===== src/pkg/wps_pkg.sv =====
// package: constants, structs and state codes for the power-mode sequencer
package wps_pkg;

  // ----------------------------------------------------------------
  // clock and time base
  // ----------------------------------------------------------------
  localparam int CLK_PERIOD_NS = 40;
  localparam int SPI_MAX_MHZ = 25;
  localparam int SLEEP_UNIT_US = 1000;
  localparam int SLEEP_UNIT_CYC = (SLEEP_UNIT_US * 1000) / CLK_PERIOD_NS;

  // ----------------------------------------------------------------
  // power modes
  // ----------------------------------------------------------------
  localparam logic [1:0] MODE_FULL = 2'h0;
  localparam logic [1:0] MODE_DEEP = 2'h1;
  localparam logic [1:0] MODE_LIGHT = 2'h2;
  localparam logic [1:0] MODE_RESET = MODE_FULL;

  // ----------------------------------------------------------------
  // host command byte layout: opcode in [7:6], argument in [5:0]
  // ----------------------------------------------------------------
  localparam int CMD_OP_MSB = 7;
  localparam int CMD_OP_LSB = 6;
  localparam int CMD_ARG_MSB = 5;
  localparam int CMD_ARG_LSB = 0;
  localparam logic [1:0] OP_SET_MODE = 2'h0;
  localparam logic [1:0] OP_GRANT = 2'h1;
  localparam logic [1:0] OP_SET_SLEEP = 2'h2;
  localparam logic [1:0] OP_NOP = 2'h3;
  localparam logic [5:0] MODE_ARG_LIMIT = 6'h03;
  localparam logic [5:0] SLEEP_INT_RESET = 6'h0A;

  // ----------------------------------------------------------------
  // carriers
  // ----------------------------------------------------------------
  typedef struct packed {
    logic bb;
    logic rf;
    logic core;
  } wps_pwr_s;

  localparam wps_pwr_s PWR_ALL_ON = 3'h7;

  typedef struct packed {
    logic connected;
    logic traffic_pending;
    logic beacon_wake;
    logic beacon_seen;
    logic beacon_buffered;
  } wps_link_s;

  typedef struct packed {
    logic sclk;
    logic cs_n;
    logic mosi;
  } wps_spi_in_s;

  localparam wps_spi_in_s SPI_IDLE = 3'h2;

  // ----------------------------------------------------------------
  // sequencer states
  // ----------------------------------------------------------------
  typedef enum logic [3:0] {
    ST_ON        = 4'h1,
    ST_RADIO_OFF = 4'h2,
    ST_REQ       = 4'h4,
    ST_SLEEP     = 4'h8
  } wps_state_e;

endpackage : wps_pkg


===== src/wps_sequencer.sv =====
// power-mode sequencer: host command decode, power gating state machine
`timescale 1ns/10ps
module wps_sequencer #(
  parameter int SLEEP_UNIT_CYCLES = wps_pkg::SLEEP_UNIT_CYC, // cycles per sleep unit
  parameter int SLEEP_W = 6 // width of the sleep interval
) (
  input wire logic clk, // 25 mhz system clock
  input wire logic rst, // synchronous reset, high
  input wire wps_pkg::wps_spi_in_s spi_i, // host spi pins
  input wire wps_pkg::wps_link_s link_i, // connection and beacon events
  output logic spi_miso, // serial data to host
  output logic spi_miso_oe, // high while driving miso
  output wps_pkg::wps_pwr_s pwr_o, // power enables, high = powered
  output logic sleep_req, // level: asking host for core shutdown
  output logic [1:0] mode, // current power mode
  output logic cmd_reject // pulse: invalid mode request dropped
);
  import wps_pkg::*;

  // ----------------------------------------------------------------
  // elaboration checks
  // ----------------------------------------------------------------
  if (SLEEP_UNIT_CYCLES < 2) begin : g_chk_unit
    $error("SLEEP_UNIT_CYCLES must be at least 2");
  end
  if (SLEEP_W < 1 || SLEEP_W > CMD_ARG_MSB + 1) begin : g_chk_w
    $error("SLEEP_W must fit the command argument field");
  end

  // ----------------------------------------------------------------
  // declarations
  // ----------------------------------------------------------------
  wps_state_e st_q, st_d;
  wps_pwr_s pwr_q, pwr_d;
  logic [1:0] mode_q, mode_d;
  logic [SLEEP_W-1:0] int_q, int_d;
  logic req_q, req_d;
  logic rej_q, rej_d;
  logic grant_q, grant_d;
  logic tmr_start;
  logic tmr_expire;
  logic [7:0] rx_byte;
  logic rx_valid;
  logic [7:0] status_byte;
  logic [1:0] cmd_op;
  logic [5:0] cmd_arg;
  logic quiet;
  logic link_up;

  // ----------------------------------------------------------------
  // helper functions
  // ----------------------------------------------------------------
  // power pattern belonging to each state
  function automatic wps_pwr_s pwr_of(input wps_state_e s);
    wps_pwr_s p;
    p = PWR_ALL_ON;
    unique case (s)
      ST_ON: begin
        p = PWR_ALL_ON;
      end
      ST_RADIO_OFF, ST_REQ: begin
        p = '{bb: 1'b0, rf: 1'b0, core: 1'b1};
      end
      ST_SLEEP: begin
        p = '{bb: 1'b0, rf: 1'b0, core: 1'b0};
      end
      default: begin
        p = PWR_ALL_ON;
      end
    endcase
    return p;
  endfunction : pwr_of

  // mode argument must name 0, 1 or 2
  function automatic logic mode_ok(input logic [5:0] arg);
    return arg < MODE_ARG_LIMIT;
  endfunction : mode_ok

  // ----------------------------------------------------------------
  // host link
  // ----------------------------------------------------------------
  // pins are oversampled, so in practice sclk must stay well below clk/4
  wps_spi_slave u_spi (
    .clk(clk),
    .rst(rst),
    .spi_i(spi_i),
    .tx_byte(status_byte),
    .miso(spi_miso),
    .miso_oe(spi_miso_oe),
    .rx_byte(rx_byte),
    .rx_valid(rx_valid)
  );

  // status returned to the host on every transfer
  assign status_byte = {req_q, pwr_q.core, pwr_q.rf, pwr_q.bb, link_i.connected,
                        1'b0, mode_q};

  assign cmd_op = rx_byte[CMD_OP_MSB:CMD_OP_LSB];
  assign cmd_arg = rx_byte[CMD_ARG_MSB:CMD_ARG_LSB];

  // ----------------------------------------------------------------
  // command decode: mode, interval, grant
  // ----------------------------------------------------------------
  // mode and interval are stored even while asleep; the state machine
  // acts on them at the next wake, since the host is silent then anyway
  always_comb begin
    mode_d = mode_q;
    int_d = int_q;
    rej_d = 1'b0;
    grant_d = 1'b0;
    if (rx_valid) begin
      unique case (cmd_op)
        OP_SET_MODE: begin
          if (mode_ok(cmd_arg)) begin
            mode_d = cmd_arg[1:0];
          end else begin
            rej_d = 1'b1;
          end
        end
        OP_GRANT: begin
          grant_d = 1'b1;
        end
        OP_SET_SLEEP: begin
          int_d = cmd_arg[SLEEP_W-1:0];
        end
        OP_NOP: begin
          rej_d = 1'b0;
        end
      endcase
    end
  end

  always_ff @(posedge clk) begin
    if (rst) begin
      mode_q <= MODE_RESET;
      int_q <= SLEEP_INT_RESET[SLEEP_W-1:0];
      rej_q <= 1'b0;
      grant_q <= 1'b0;
    end else begin
      mode_q <= mode_d;
      int_q <= int_d;
      rej_q <= rej_d;
      grant_q <= grant_d;
    end
  end

  // ----------------------------------------------------------------
  // sleep timer
  // ----------------------------------------------------------------
  // started on a grant in the request state of mode 1 only; a stale expiry outside sleep is ignored
  assign tmr_start = (st_q == ST_REQ) && grant_q && (mode_q == MODE_DEEP);

  wps_sleep_timer #(
    .UNIT_CYC(SLEEP_UNIT_CYCLES),
    .INT_W(SLEEP_W)
  ) u_tmr (
    .clk(clk),
    .rst(rst),
    .start(tmr_start),
    .interval(int_q),
    .expire(tmr_expire)
  );

  // ----------------------------------------------------------------
  // power state machine
  // ----------------------------------------------------------------
  // beacon checked and nothing buffered at the ap nor queued locally
  assign quiet = link_i.beacon_seen & ~link_i.beacon_buffered & ~link_i.traffic_pending;
  assign link_up = link_i.connected;

  always_comb begin
    st_d = st_q;
    unique case (st_q)
      ST_ON: begin
        if (mode_q == MODE_DEEP) begin
          if (!link_up) begin
            st_d = ST_RADIO_OFF;
          end else if (quiet) begin
            st_d = ST_RADIO_OFF;
          end
        end else if (mode_q == MODE_LIGHT) begin
          if (!link_up) begin
            st_d = ST_RADIO_OFF;
          end else if (quiet) begin
            st_d = ST_RADIO_OFF;
          end
        end
      end
      ST_RADIO_OFF: begin
        // radio is gated first, the core request follows a cycle later
        if (mode_q == MODE_FULL) begin
          st_d = ST_ON;
        end else if (mode_q == MODE_DEEP) begin
          st_d = ST_REQ;
        end else if (link_up && (link_i.beacon_wake || link_i.traffic_pending)) begin
          st_d = ST_ON;
        end
        // mode 2 without a link stays here until mode 0 or mode 1
      end
      ST_REQ: begin
        if (mode_q == MODE_FULL) begin
          st_d = ST_ON;
        end else if (mode_q == MODE_LIGHT) begin
          st_d = ST_RADIO_OFF;
        end else if (grant_q) begin
          st_d = ST_SLEEP;
        end
      end
      ST_SLEEP: begin
        if (link_up) begin
          if (link_i.beacon_wake) begin
            st_d = ST_ON;
          end
        end else if (tmr_expire) begin
          st_d = ST_REQ;
        end
      end
      default: begin
        st_d = ST_ON;
      end
    endcase
  end

  // outputs follow the next state so each enable is a plain flop
  always_comb begin
    pwr_d = pwr_of(st_d);
    req_d = (st_d == ST_REQ);
  end

  always_ff @(posedge clk) begin
    if (rst) begin
      st_q <= ST_ON;
      pwr_q <= PWR_ALL_ON;
      req_q <= 1'b0;
    end else begin
      st_q <= st_d;
      pwr_q <= pwr_d;
      req_q <= req_d;
    end
  end

  // ----------------------------------------------------------------
  // outputs
  // ----------------------------------------------------------------
  assign pwr_o = pwr_q;
  assign sleep_req = req_q;
  assign mode = mode_q;
  assign cmd_reject = rej_q;

endmodule : wps_sequencer


===== src/wps_spi_slave.sv =====
// spi mode-0 slave: byte receive on mosi, status byte out on miso
`timescale 1ns/10ps
module wps_spi_slave (
  input wire logic clk, // system clock
  input wire logic rst, // synchronous reset, high
  input wire wps_pkg::wps_spi_in_s spi_i, // raw pins from the host
  input wire logic [7:0] tx_byte, // status sent on each frame
  output logic miso, // serial data to host
  output logic miso_oe, // high while driving miso
  output logic [7:0] rx_byte, // last received byte
  output logic rx_valid // one-cycle pulse per byte
);
  import wps_pkg::*;

  wps_spi_in_s s1_q, s2_q, s3_q;
  logic [7:0] sh_q, sh_d, tx_q, tx_d, rx_q, rx_d;
  logic [2:0] cnt_q, cnt_d;
  logic vld_q, vld_d, miso_q, miso_d, oe_q, oe_d;
  logic rise, fall, start;

  // edges are taken between the second and third stages only
  assign rise = s2_q.sclk & ~s3_q.sclk & ~s2_q.cs_n;
  assign fall = ~s2_q.sclk & s3_q.sclk & ~s2_q.cs_n;
  assign start = ~s2_q.cs_n & s3_q.cs_n;

  // ----------------------------------------------------------------
  // shift logic, msb first
  // ----------------------------------------------------------------
  always_comb begin
    sh_d = sh_q;
    tx_d = tx_q;
    rx_d = rx_q;
    cnt_d = cnt_q;
    vld_d = 1'b0;
    miso_d = miso_q;
    oe_d = ~s2_q.cs_n;
    if (s2_q.cs_n) begin
      cnt_d = 3'h0;
    end else if (start) begin
      tx_d = {tx_byte[6:0], 1'b0};
      miso_d = tx_byte[7];
      cnt_d = 3'h0;
    end else begin
      if (rise) begin
        sh_d = {sh_q[6:0], s2_q.mosi};
        cnt_d = cnt_q + 3'h1;
        if (cnt_q == 3'h7) begin
          rx_d = {sh_q[6:0], s2_q.mosi};
          vld_d = 1'b1;
        end
      end
      if (fall) begin
        // reload the status at each byte boundary
        miso_d = (cnt_q == 3'h0) ? tx_byte[7] : tx_q[7];
        tx_d = (cnt_q == 3'h0) ? {tx_byte[6:0], 1'b0} : {tx_q[6:0], 1'b0};
      end
    end
  end

  always_ff @(posedge clk) begin
    if (rst) begin
      s1_q <= SPI_IDLE;
      s2_q <= SPI_IDLE;
      s3_q <= SPI_IDLE;
      sh_q <= 8'h00;
      tx_q <= 8'h00;
      rx_q <= 8'h00;
      cnt_q <= 3'h0;
      vld_q <= 1'b0;
      miso_q <= 1'b0;
      oe_q <= 1'b0;
    end else begin
      s1_q <= spi_i;
      s2_q <= s1_q;
      s3_q <= s2_q;
      sh_q <= sh_d;
      tx_q <= tx_d;
      rx_q <= rx_d;
      cnt_q <= cnt_d;
      vld_q <= vld_d;
      miso_q <= miso_d;
      oe_q <= oe_d;
    end
  end

  assign miso = miso_q;
  assign miso_oe = oe_q;
  assign rx_byte = rx_q;
  assign rx_valid = vld_q;

endmodule : wps_spi_slave


===== src/wps_sleep_timer.sv =====
// sleep interval timer: counts whole units, pulses once on expiry
`timescale 1ns/10ps
module wps_sleep_timer #(
  parameter int UNIT_CYC = 25000, // clock cycles per interval unit
  parameter int INT_W = 6 // width of the interval count
) (
  input wire logic clk, // system clock
  input wire logic rst, // synchronous reset, high
  input wire logic start, // pulse: (re)load and run
  input wire logic [INT_W-1:0] interval, // units to wait, 0 taken as 1
  output logic expire // one-cycle pulse at the end
);
  localparam int PW = (UNIT_CYC > 1) ? $clog2(UNIT_CYC) : 1;
  localparam logic [PW-1:0] PRE_LOAD = PW'(UNIT_CYC - 1);

  if (UNIT_CYC < 2 || INT_W < 1) begin : g_chk
    $error("sleep timer needs UNIT_CYC >= 2 and INT_W >= 1");
  end

  logic run_q, run_d, exp_q, exp_d;
  logic [PW-1:0] pre_q, pre_d;
  logic [INT_W-1:0] units_q, units_d;

  // ----------------------------------------------------------------
  // prescaler and unit countdown
  // ----------------------------------------------------------------
  always_comb begin
    run_d = run_q;
    pre_d = pre_q;
    units_d = units_q;
    exp_d = 1'b0;
    if (start) begin
      run_d = 1'b1;
      pre_d = PRE_LOAD;
      units_d = (interval == '0) ? INT_W'(1) : interval;
    end else if (run_q) begin
      if (pre_q != '0) begin
        pre_d = pre_q - PW'(1);
      end else if (units_q == INT_W'(1)) begin
        run_d = 1'b0;
        exp_d = 1'b1;
      end else begin
        pre_d = PRE_LOAD;
        units_d = units_q - INT_W'(1);
      end
    end
  end

  always_ff @(posedge clk) begin
    if (rst) begin
      run_q <= 1'b0;
      pre_q <= '0;
      units_q <= '0;
      exp_q <= 1'b0;
    end else begin
      run_q <= run_d;
      pre_q <= pre_d;
      units_q <= units_d;
      exp_q <= exp_d;
    end
  end

  assign expire = exp_q;

endmodule : wps_sleep_timer


===== config.mk =====
export PLATFORM = sky130hd
export DESIGN_NAME = wps_sequencer
export DESIGN_NICKNAME = d
export VERILOG_FILES = /design/src/pkg/wps_pkg.sv /design/src/wps_sequencer.sv /design/src/wps_spi_slave.sv /design/src/wps_sleep_timer.sv
export SDC_FILE = /design/constraint.sdc
export NUM_CORES = 1
export LEC_CHECK = 0
export BUFFER_PORTS_ARGS = -buffer_cell sky130_fd_sc_hd__buf_2
export CAP_MARGIN = 20
export CORE_UTILIZATION = 55
export CTS_CLUSTER_DIAMETER = 50
export DETAILED_ROUTE_END_ITERATION = 12
export GPL_TIMING_DRIVEN = 1
export PLACE_DENSITY = 0.8
export SYNTH_ARGS = -nofsm -noshare
export SYNTH_HDL_FRONTEND = slang
export SYNTH_SLANG_ARGS = --single-unit
export TNS_END_PERCENT = 50

===== constraint.sdc =====
create_clock -name clk -period 2.2 [get_ports clk]
set_clock_uncertainty 0.1 [all_clocks]
set_input_delay 0.11 -clock clk [delete_from_list [all_inputs] [get_ports clk]]
set_output_delay 0.11 -clock clk [all_outputs]
set_load 0.02 [all_outputs]

==> out/metrics.yaml, run 1 <==
fin_ws_ns: 0.1364
via_per_inst: 5.535
critPathLaunchType: "flip-flop"
netlist_area_um2: 3387
arrival_ns: 2.25
port_buffers: 18
critPathMaxFanout: 14
grt_pass1_wl_mm: 11.00
min_path_type: "in2reg"
coreArea_um2: 5921
cts_tree: "done"
switchingPower_mw: 0.5682
status: "finished clean"
n_antenna_cell: 0
p_total_mw: 2.629
fmax_mhz: 484.6
drt-initial-drc-count: 95
cp-end-kind: "flip-flop"
dp_slack_ns: 0.1228
internal_power_mw: 2.060
cts_setup_buffers: 0
peakVddDrop_v: 0.0007979
grt_pass1_vias: 2533
yosysUniqueCellTypes: 56
yosys_most_used_dff: "dfxtp_1"
drc: 0
synthTopCellsByArea: "dfxtp_1 45%, a21oi_1 4.9%, nand2_1 4.8%"
nets: 427
antenna_found_initial: 0
dp_hpwl_mm: 4.622
postSynth.asyncResetShare: 0
root_buffer: "clkbuf_8"
pwr-share-seq: 0.530
ys_warn_count: 0
ys_seq_area_frac: 0.4492
drv_cap: 0
io_pins: 19
final_common_cell: "dfxtp_1"
grt_overflow: 0
crit_type: "reg2reg"
area_growth_pct: 13.04
die_area_um2: 6476
clk_latency_ns: 0.36
synth_seq_cells: 76
setup_viol: 0
final_cell_mix: "76 x dfxtp_1, 43 x nand2_1, 40 x nor2_1, 33 x a21oi_1, 23 x nand3_1"
routed-via-count: 2712
synth_cells: 387
clock_path_buffers: 2
hold_violations: 0
swShare: 0.2162
finalMaxSlewViolations: 0
synth_nets: 404
dr.pass1.iters: 4
htree_levels: 3
ant_nets: 0
synth_top_area_cell: "dfxtp_1"
period_needed_ns: 2.064
synth-edff-count: 0
placed_area_um2: 3538
die_x_um: 80.48
leakagePower_nw: 1.455
rows: 28
clock_power_share: 0.443
slew_headroom: 0.6143
die_h_um: 80.48
post-route-cell-area_um2: 3829
synth_top_area_share: 0.4492
p_per_area_nw_per_um2: 686.6
gp_congestion: 0.8355
fillers: 481
hold_ws_ns: 0.03996
grt.total_usage: 0.2210
path_clk_slew_ns: 0.08
power_frac_comb: 0.027
wl_per_cell_um: 13.38
setup_tns_ns: 0
worstMarginPinSlew_ns: 0.5785
grt_max_degree: 25
rsz0062_at_grt: "no"
min_period_over_period: 0.9380
syn_avg_cell_area_um2: 8.752
clock_sinks: 76
drive_gt1_frac: 0.1614
cts_buffers: 9
required_ns: 2.39
initial_core_util: 0.5721
wl_mm: 6.555
-- synth_stat cells, drive strengths merged (2+ instances only) --
cell      n
a31oi     3
nor4      5
clkbuf   15
or3       3
nor3     10
mux2i    11
nand3    23
nor2b     7
o21ai     5
nand2b    4
dfxtp    76
nor4b     2
o31ai     2
inv      15
o211ai    3
a21oi    33
or4       2
nor2     40
nand4     7
a211oi   17
o22ai     4
nand2    43
xor2      6
and2      2
or2       7
xnor2    10
nor3b     4
ha        7
buf       6
a2111oi   2
-- flip-flops by register name (all words and copies together), names as in the netlist, 2 cells and up --
name           cells
u_spi.s2_q         3
st_q               4
int_q              6
u_spi.rx_byte      8
u_spi.sh_q         7
u_tmr.units_q      6
u_spi.s3_q         2
u_tmr.pre_q       15
u_spi.tx_q         7
u_spi.s1_q         3
u_spi.cnt_q        3
pwr_o              2
mode               2
-- repair_timing --
item / 4_1_cts / 5_1_grt
resized for setup: 0 / 1
hold endpoints to repair: 6 / 0
setup endpoints to repair: 0 / 1
hold buffers: 6 / 0
-- stage by stage --
step | std cells | util
2_1_floorplan | 387 | -
3_3_place_gp | 468 | 0.5976
3_5_place_dp | 468 | 0.5976
4_1_cts | 490 | 0.6454
5_1_grt | 490 | 0.6467
6_report | 490 | 0.6467
-- final timing paths --
path | start | end | cells after the start | slack (ns)
max | u_tmr.pre_q[0] | u_tmr.pre_q[11] | 7 | 0.14
min reg2reg | u_spi.s1_q[1] | u_spi.s2_q[1] | 1 | 0.32
max reg2reg | u_tmr.pre_q[0] | u_tmr.pre_q[11] | 7 | 0.14
min | link_i[4] | pwr_o[2] | 3 | 0.04
-- logic make-up after synthesis --
| group | count (synthesis) | share of synthesized area |
|---|---|---|
| multiplexers | 12 | 0.03583 |
| AND/OR/NAND/NOR | 165 | 0.2593 |
| buffers and inverters | 36 | 0.04617 |
| AO/OA/AOI/OAI | 75 | 0.1422 |
| flip-flops | 76 | 0.4492 |
| adder cells (fa/ha/maj) | 7 | 0.02586 |
| XOR/XNOR | 16 | 0.04137 |
-- power groups by stage --
stage,Sequential (mW),Combinational (mW),Clock (mW)
floorplan,1.43,0.0405,0
global placement,1.42,0.0596,0
detailed placement,1.43,0.0621,0
CTS,1.39,0.0702,1.19
global route,1.39,0.0779,1.24
finish,1.39,0.0711,1.16
-- layer usage --
metal / up-vias / GRT usage / wire length, µm
met2: 32 / 0.3763 / 3210
li1: 1418 / - / -
met4: 0 / 0.09464 / 101
met1: 1250 / 0.2558 / 3047
met3: 12 / 0.06477 / 196
met5: - / 0 / 0
-- worst max-delay path, cell delays in order, from the launching register on --
cell and delay [ns]:
dfxtp_1 0.40, inv_1 0.09, ha_1 0.19, and2b_2 0.21
and4_4 0.23, a211o_2 0.33, or3_1 0.30, a21oi_1 0.15
-- cell type report --
cell class,count,area (µm²),area share
timing repair buffer,33,217.7,0.05686
sequential,76,1521,0.3974
inverter,15,56.30,0.01471
multi-input combinational,275,1717,0.4484
clock buffer,9,123.9,0.03235
clock inverter,7,98.84,0.02582
tap,75,93.84,0.02451
(Power assumes the default switching activity.)
==> inputs of run 2 (changes only) <==
Settings changed: SYNTH_HIERARCHICAL set to 1.
==> run 2 against run 1 <==
  * Final area increased by 2.3%
  * Non-clock buffer count decreased by 2
  * Maximum frequency decreased by 1.4%
  * Worst setup slack got worse by 0.028 ns
  * Count of clock-buffer cells in the layout unchanged
  * Register-to-register slack got worse by 0.03 ns
  * Synthesized cell count increased by 0.78%
  * Combinational power increased by 2%
  * Cell count increased by 1.0%
  * Sequential share of layout area decreased by 0.86 points
  * Critical path type unchanged
  * Largest cell class unchanged
  * Highest routed layer unchanged
==> out/metrics.yaml, run 2 <==
synth_compound_area_frac: 0.1687  # +0.02646
hold_violations: 0  # unchanged
fillers: 502  # +4.4%
dr.pass1.iters: 4  # unchanged
leakagePower_nw: 1.517  # +4.3%
pwr-share-seq: 0.570  # +0.040
min_path_type: "in2reg"
multi_input_area_um2: 1863  # +8.5%
postSynth.asyncResetShare: 0  # unchanged
min_period_over_period: 0.9509  # +0.01288
switchingPower_mw: 0.6070  # +6.8%
drive_gt1_frac: 0.1833  # +0.02189
root_buffer: "clkbuf_8"
crit_path_top_delay_cell: "dfxtp_1"
synth_top_area_cell: "dfxtp_1"
yosys_most_used_dff: "dfxtp_1"
nets: 432  # +1.2%
netlist_area_um2: 3523  # +4.0%
die_h_um: 82.04  # +1.9%
r2r_slack_ns: 0.11  # -0.03 ns
peakVddDrop_v: 0.0005846  # -27%
io_pins: 19  # unchanged
dp_hpwl_mm: 4.831  # +4.5%
critPathMaxFanout: 9  # -5
synth-xor-area-share: 0.03480  # -0.006573
largest-register: "u_tmr/pre_q"
rsz0062_at_grt: "yes"
antenna_found_initial: 0  # unchanged
routed-via-count: 2809  # +3.6%
crit_path_max_incr_delay_ns: 0.36  # -0.04 ns
wl_mm: 6.825  # +4.1%
hold_ws_ns: 0.04089  # +0.0009296 ns
grt_pass1_vias: 2658  # +4.9%
slew_headroom: 0.5675  # -0.04683
syn_avg_cell_area_um2: 9.034  # +3.2%
cts_setup_buffers: 0  # unchanged
finalMaxSlewViolations: 0  # unchanged
synth_seq_cells: 76  # unchanged
cts_buffers: 9  # unchanged
clk_latency_ns: 0.35  # about the same
p_total_mw: 2.450  # -6.8%
crit_type: "reg2reg"
path_buf_inv: 1  # unchanged
synth-edff-count: 0  # unchanged
cp-end-kind: "flip-flop"
area_growth_pct: 11.15
synthTopCellsByArea: "dfxtp_1 43%, nor2_1 4.9%, a21oi_1 4.4%"
grt_pass1_wl_mm: 11.79  # +7.2%
yosysUniqueCellTypes: 70  # +25%
critPathTopFamily: "simple AND/OR/NAND/NOR gates"
top_layer_used: "met4"
grt_overflow: 0  # unchanged
wl_met2_mm: 3.365  # +4.8%
drt-initial-drc-count: 167  # +76%
worstMarginPinSlew_ns: 0.6488  # +0.07024 ns
cts_tree: "done"
ys_seq_area_frac: 0.4318  # -0.01739
final_cell_mix: "75 x dfxtp_1, 45 x nor2_1, 36 x nand2_1, 31 x a21oi_1, 18 x buf_2"
seqCellArea_um2: 1523  # about the same
synth_cells: 390  # +0.78%
post-route-cell-area_um2: 3916  # +2.3%
dp_slack_ns: 0.1054  # -0.01736 ns
htree_levels: 3  # unchanged
ys_warn_count: 6  # +6
critPathLaunchType: "flip-flop"
n_antenna_cell: 0  # unchanged
largest_reg_flops: 15  # unchanged
p_per_area_nw_per_um2: 625.5  # -8.9%
fin_ws_ns: 0.1081  # -0.02833 ns
internal_power_mw: 1.843  # -11%
arrival_ns: 2.24  # about the same
wl_met3_um: 193  # -1.5%
rows: 28  # unchanged
clock_sinks: 76  # unchanged
setup_viol: 0  # unchanged
die_area_um2: 6731  # +3.9%
wl_per_cell_um: 13.79  # +3.1%
period_needed_ns: 2.092  # +0.02833 ns
synth_top_family_by_area: "simple AND/OR/NAND/NOR gates"
worstPathCellList: "inv_1 > ha_1 > nor4b_4 > nand4_2 > o21ai_2 > nor4_1 > o31a_1"
muxShareOfSynthArea: 0.04297  # +0.007136
synth_top_area_share: 0.4318  # -0.01739
via_per_inst: 5.675  # +2.5%
synth_nets: 407  # +0.74%
initial_core_util: 0.5813  # +0.009275
clock_power_share: 0.401  # -0.042
yosys-top-cells-count: "76 x dfxtp_1, 46 x nor2_1, 36 x nand2_1"
die_x_um: 82.04  # +1.9%
path_clk_slew_ns: 0.08  # about the same
grt_max_degree: 35  # +40%
swShare: 0.2478  # +0.03164
final_common_cell: "dfxtp_1"
yosys.area_share.adder: 0.02486  # -0.001001
coreArea_um2: 6061  # +2.4%
synth_most_common_cell: "dfxtp_1"
status: "finished clean"
power_frac_comb: 0.029  # +0.002
ant_nets: 0  # unchanged
required_ns: 2.34  # -0.05 ns
grt.total_usage: 0.2310  # +0.009933
fmax_mhz: 478.0  # -1.4%
drv_cap: 0  # unchanged
placed_area_um2: 3697  # +4.5%
clock_path_buffers: 2  # unchanged
gp_congestion: 0.8103  # -3.0%
synth-simple-area-share: 0.2546  # -0.004711
wl_met1_mm: 3.221  # +5.7%
drc: 0  # unchanged
port_buffers: 18  # unchanged
==> run 2: changes by cell type after synthesis, sizes merged, moves of 3 or more <==
cell / delta
a211oi: -4
a21o: +3
clkbuf: -4
mux2i: +3
nand2: -6
nand3: -9
nand4: -3
nor2: +7
nor3: +3
o21ai: +6
or2: -5
or4b: +3
xnor2: -7
xor2: +5
==> run 2: final cells by class <==
cell class,count,area share
Timing Repair Buffer,31,0.04984
Clock buffer,9,0.03163
Clock inverter,7,0.01470
Tap cell,75,0.02396
Inverter,16,0.01534
Sequential cell,76,0.3888
Multi-Input combinational cell,281,0.4757
==> run 2: kinds of logic (layout without fill, tap and decap cells) <==
group	Yosys count	after routing
xor gates and xnor gates	14	14
muxes	15	15
other	1	1
and+or+nand+nor	159	159
buffers and inverters	33	63
adders and majority gates	7	7
AOI/OAI and AO/OA	85	85
DFF	76	76
==> run 2: stage by stage <==
stage	TNS [ns]	util	instances
after detailed placement	0	0.6100	476
after global placement	0	0.6100	476
after floorplan	0	-	390
after global routing	-0.001450	0.6462	495
final	0	0.6462	495
after CTS	0	0.6449	495
==> run 2: power groups by stage <==
stage	logic [mW]	registers, mW	clock network, mW
CTS	0.0718	1.40	1.00
detailed placement	0.0673	1.43	0
finish	0.0723	1.40	0.982
global placement	0.0656	1.43	0
global route	0.0807	1.40	1.07
floorplan	0.0452	1.43	0
==> run 2: timing repair <==
| action | CTS | global route |
|---|---|---|
| hold endpoints to repair | 3 | 0 |
| hold buffers | 3 | 0 |
| resized for setup | 0 | 3 |
| setup endpoints to repair | 0 | 3 |
==> run 2: tightest hold or removal path: stages <==
cell	delay, ns
buf_2	0.10
nand2_1	0.06
nand2_1	0.09
a21oi_1	0.07
==> run 2: path summary, 6_finish.rpt <==
check                                    start              end  cells after the start
worst max-delay path            u_tmr/pre_q[0]  u_tmr/pre_q[13]                      7
worst min-delay path                 link_i[2]          st_q[3]                      4
worst max register to register  u_tmr/pre_q[0]  u_tmr/pre_q[13]                      7
worst min register to register   u_spi/s1_q[1]    u_spi/s2_q[1]                      1
==> run 2: per-layer routing <==
layer / vias up / global-route usage
li1: 1434 / -
met1: 1332 / 0.2844
met2: 39 / 0.3983
met3: 4 / 0.05778
met4: 0 / 0.06140
met5: - / 0
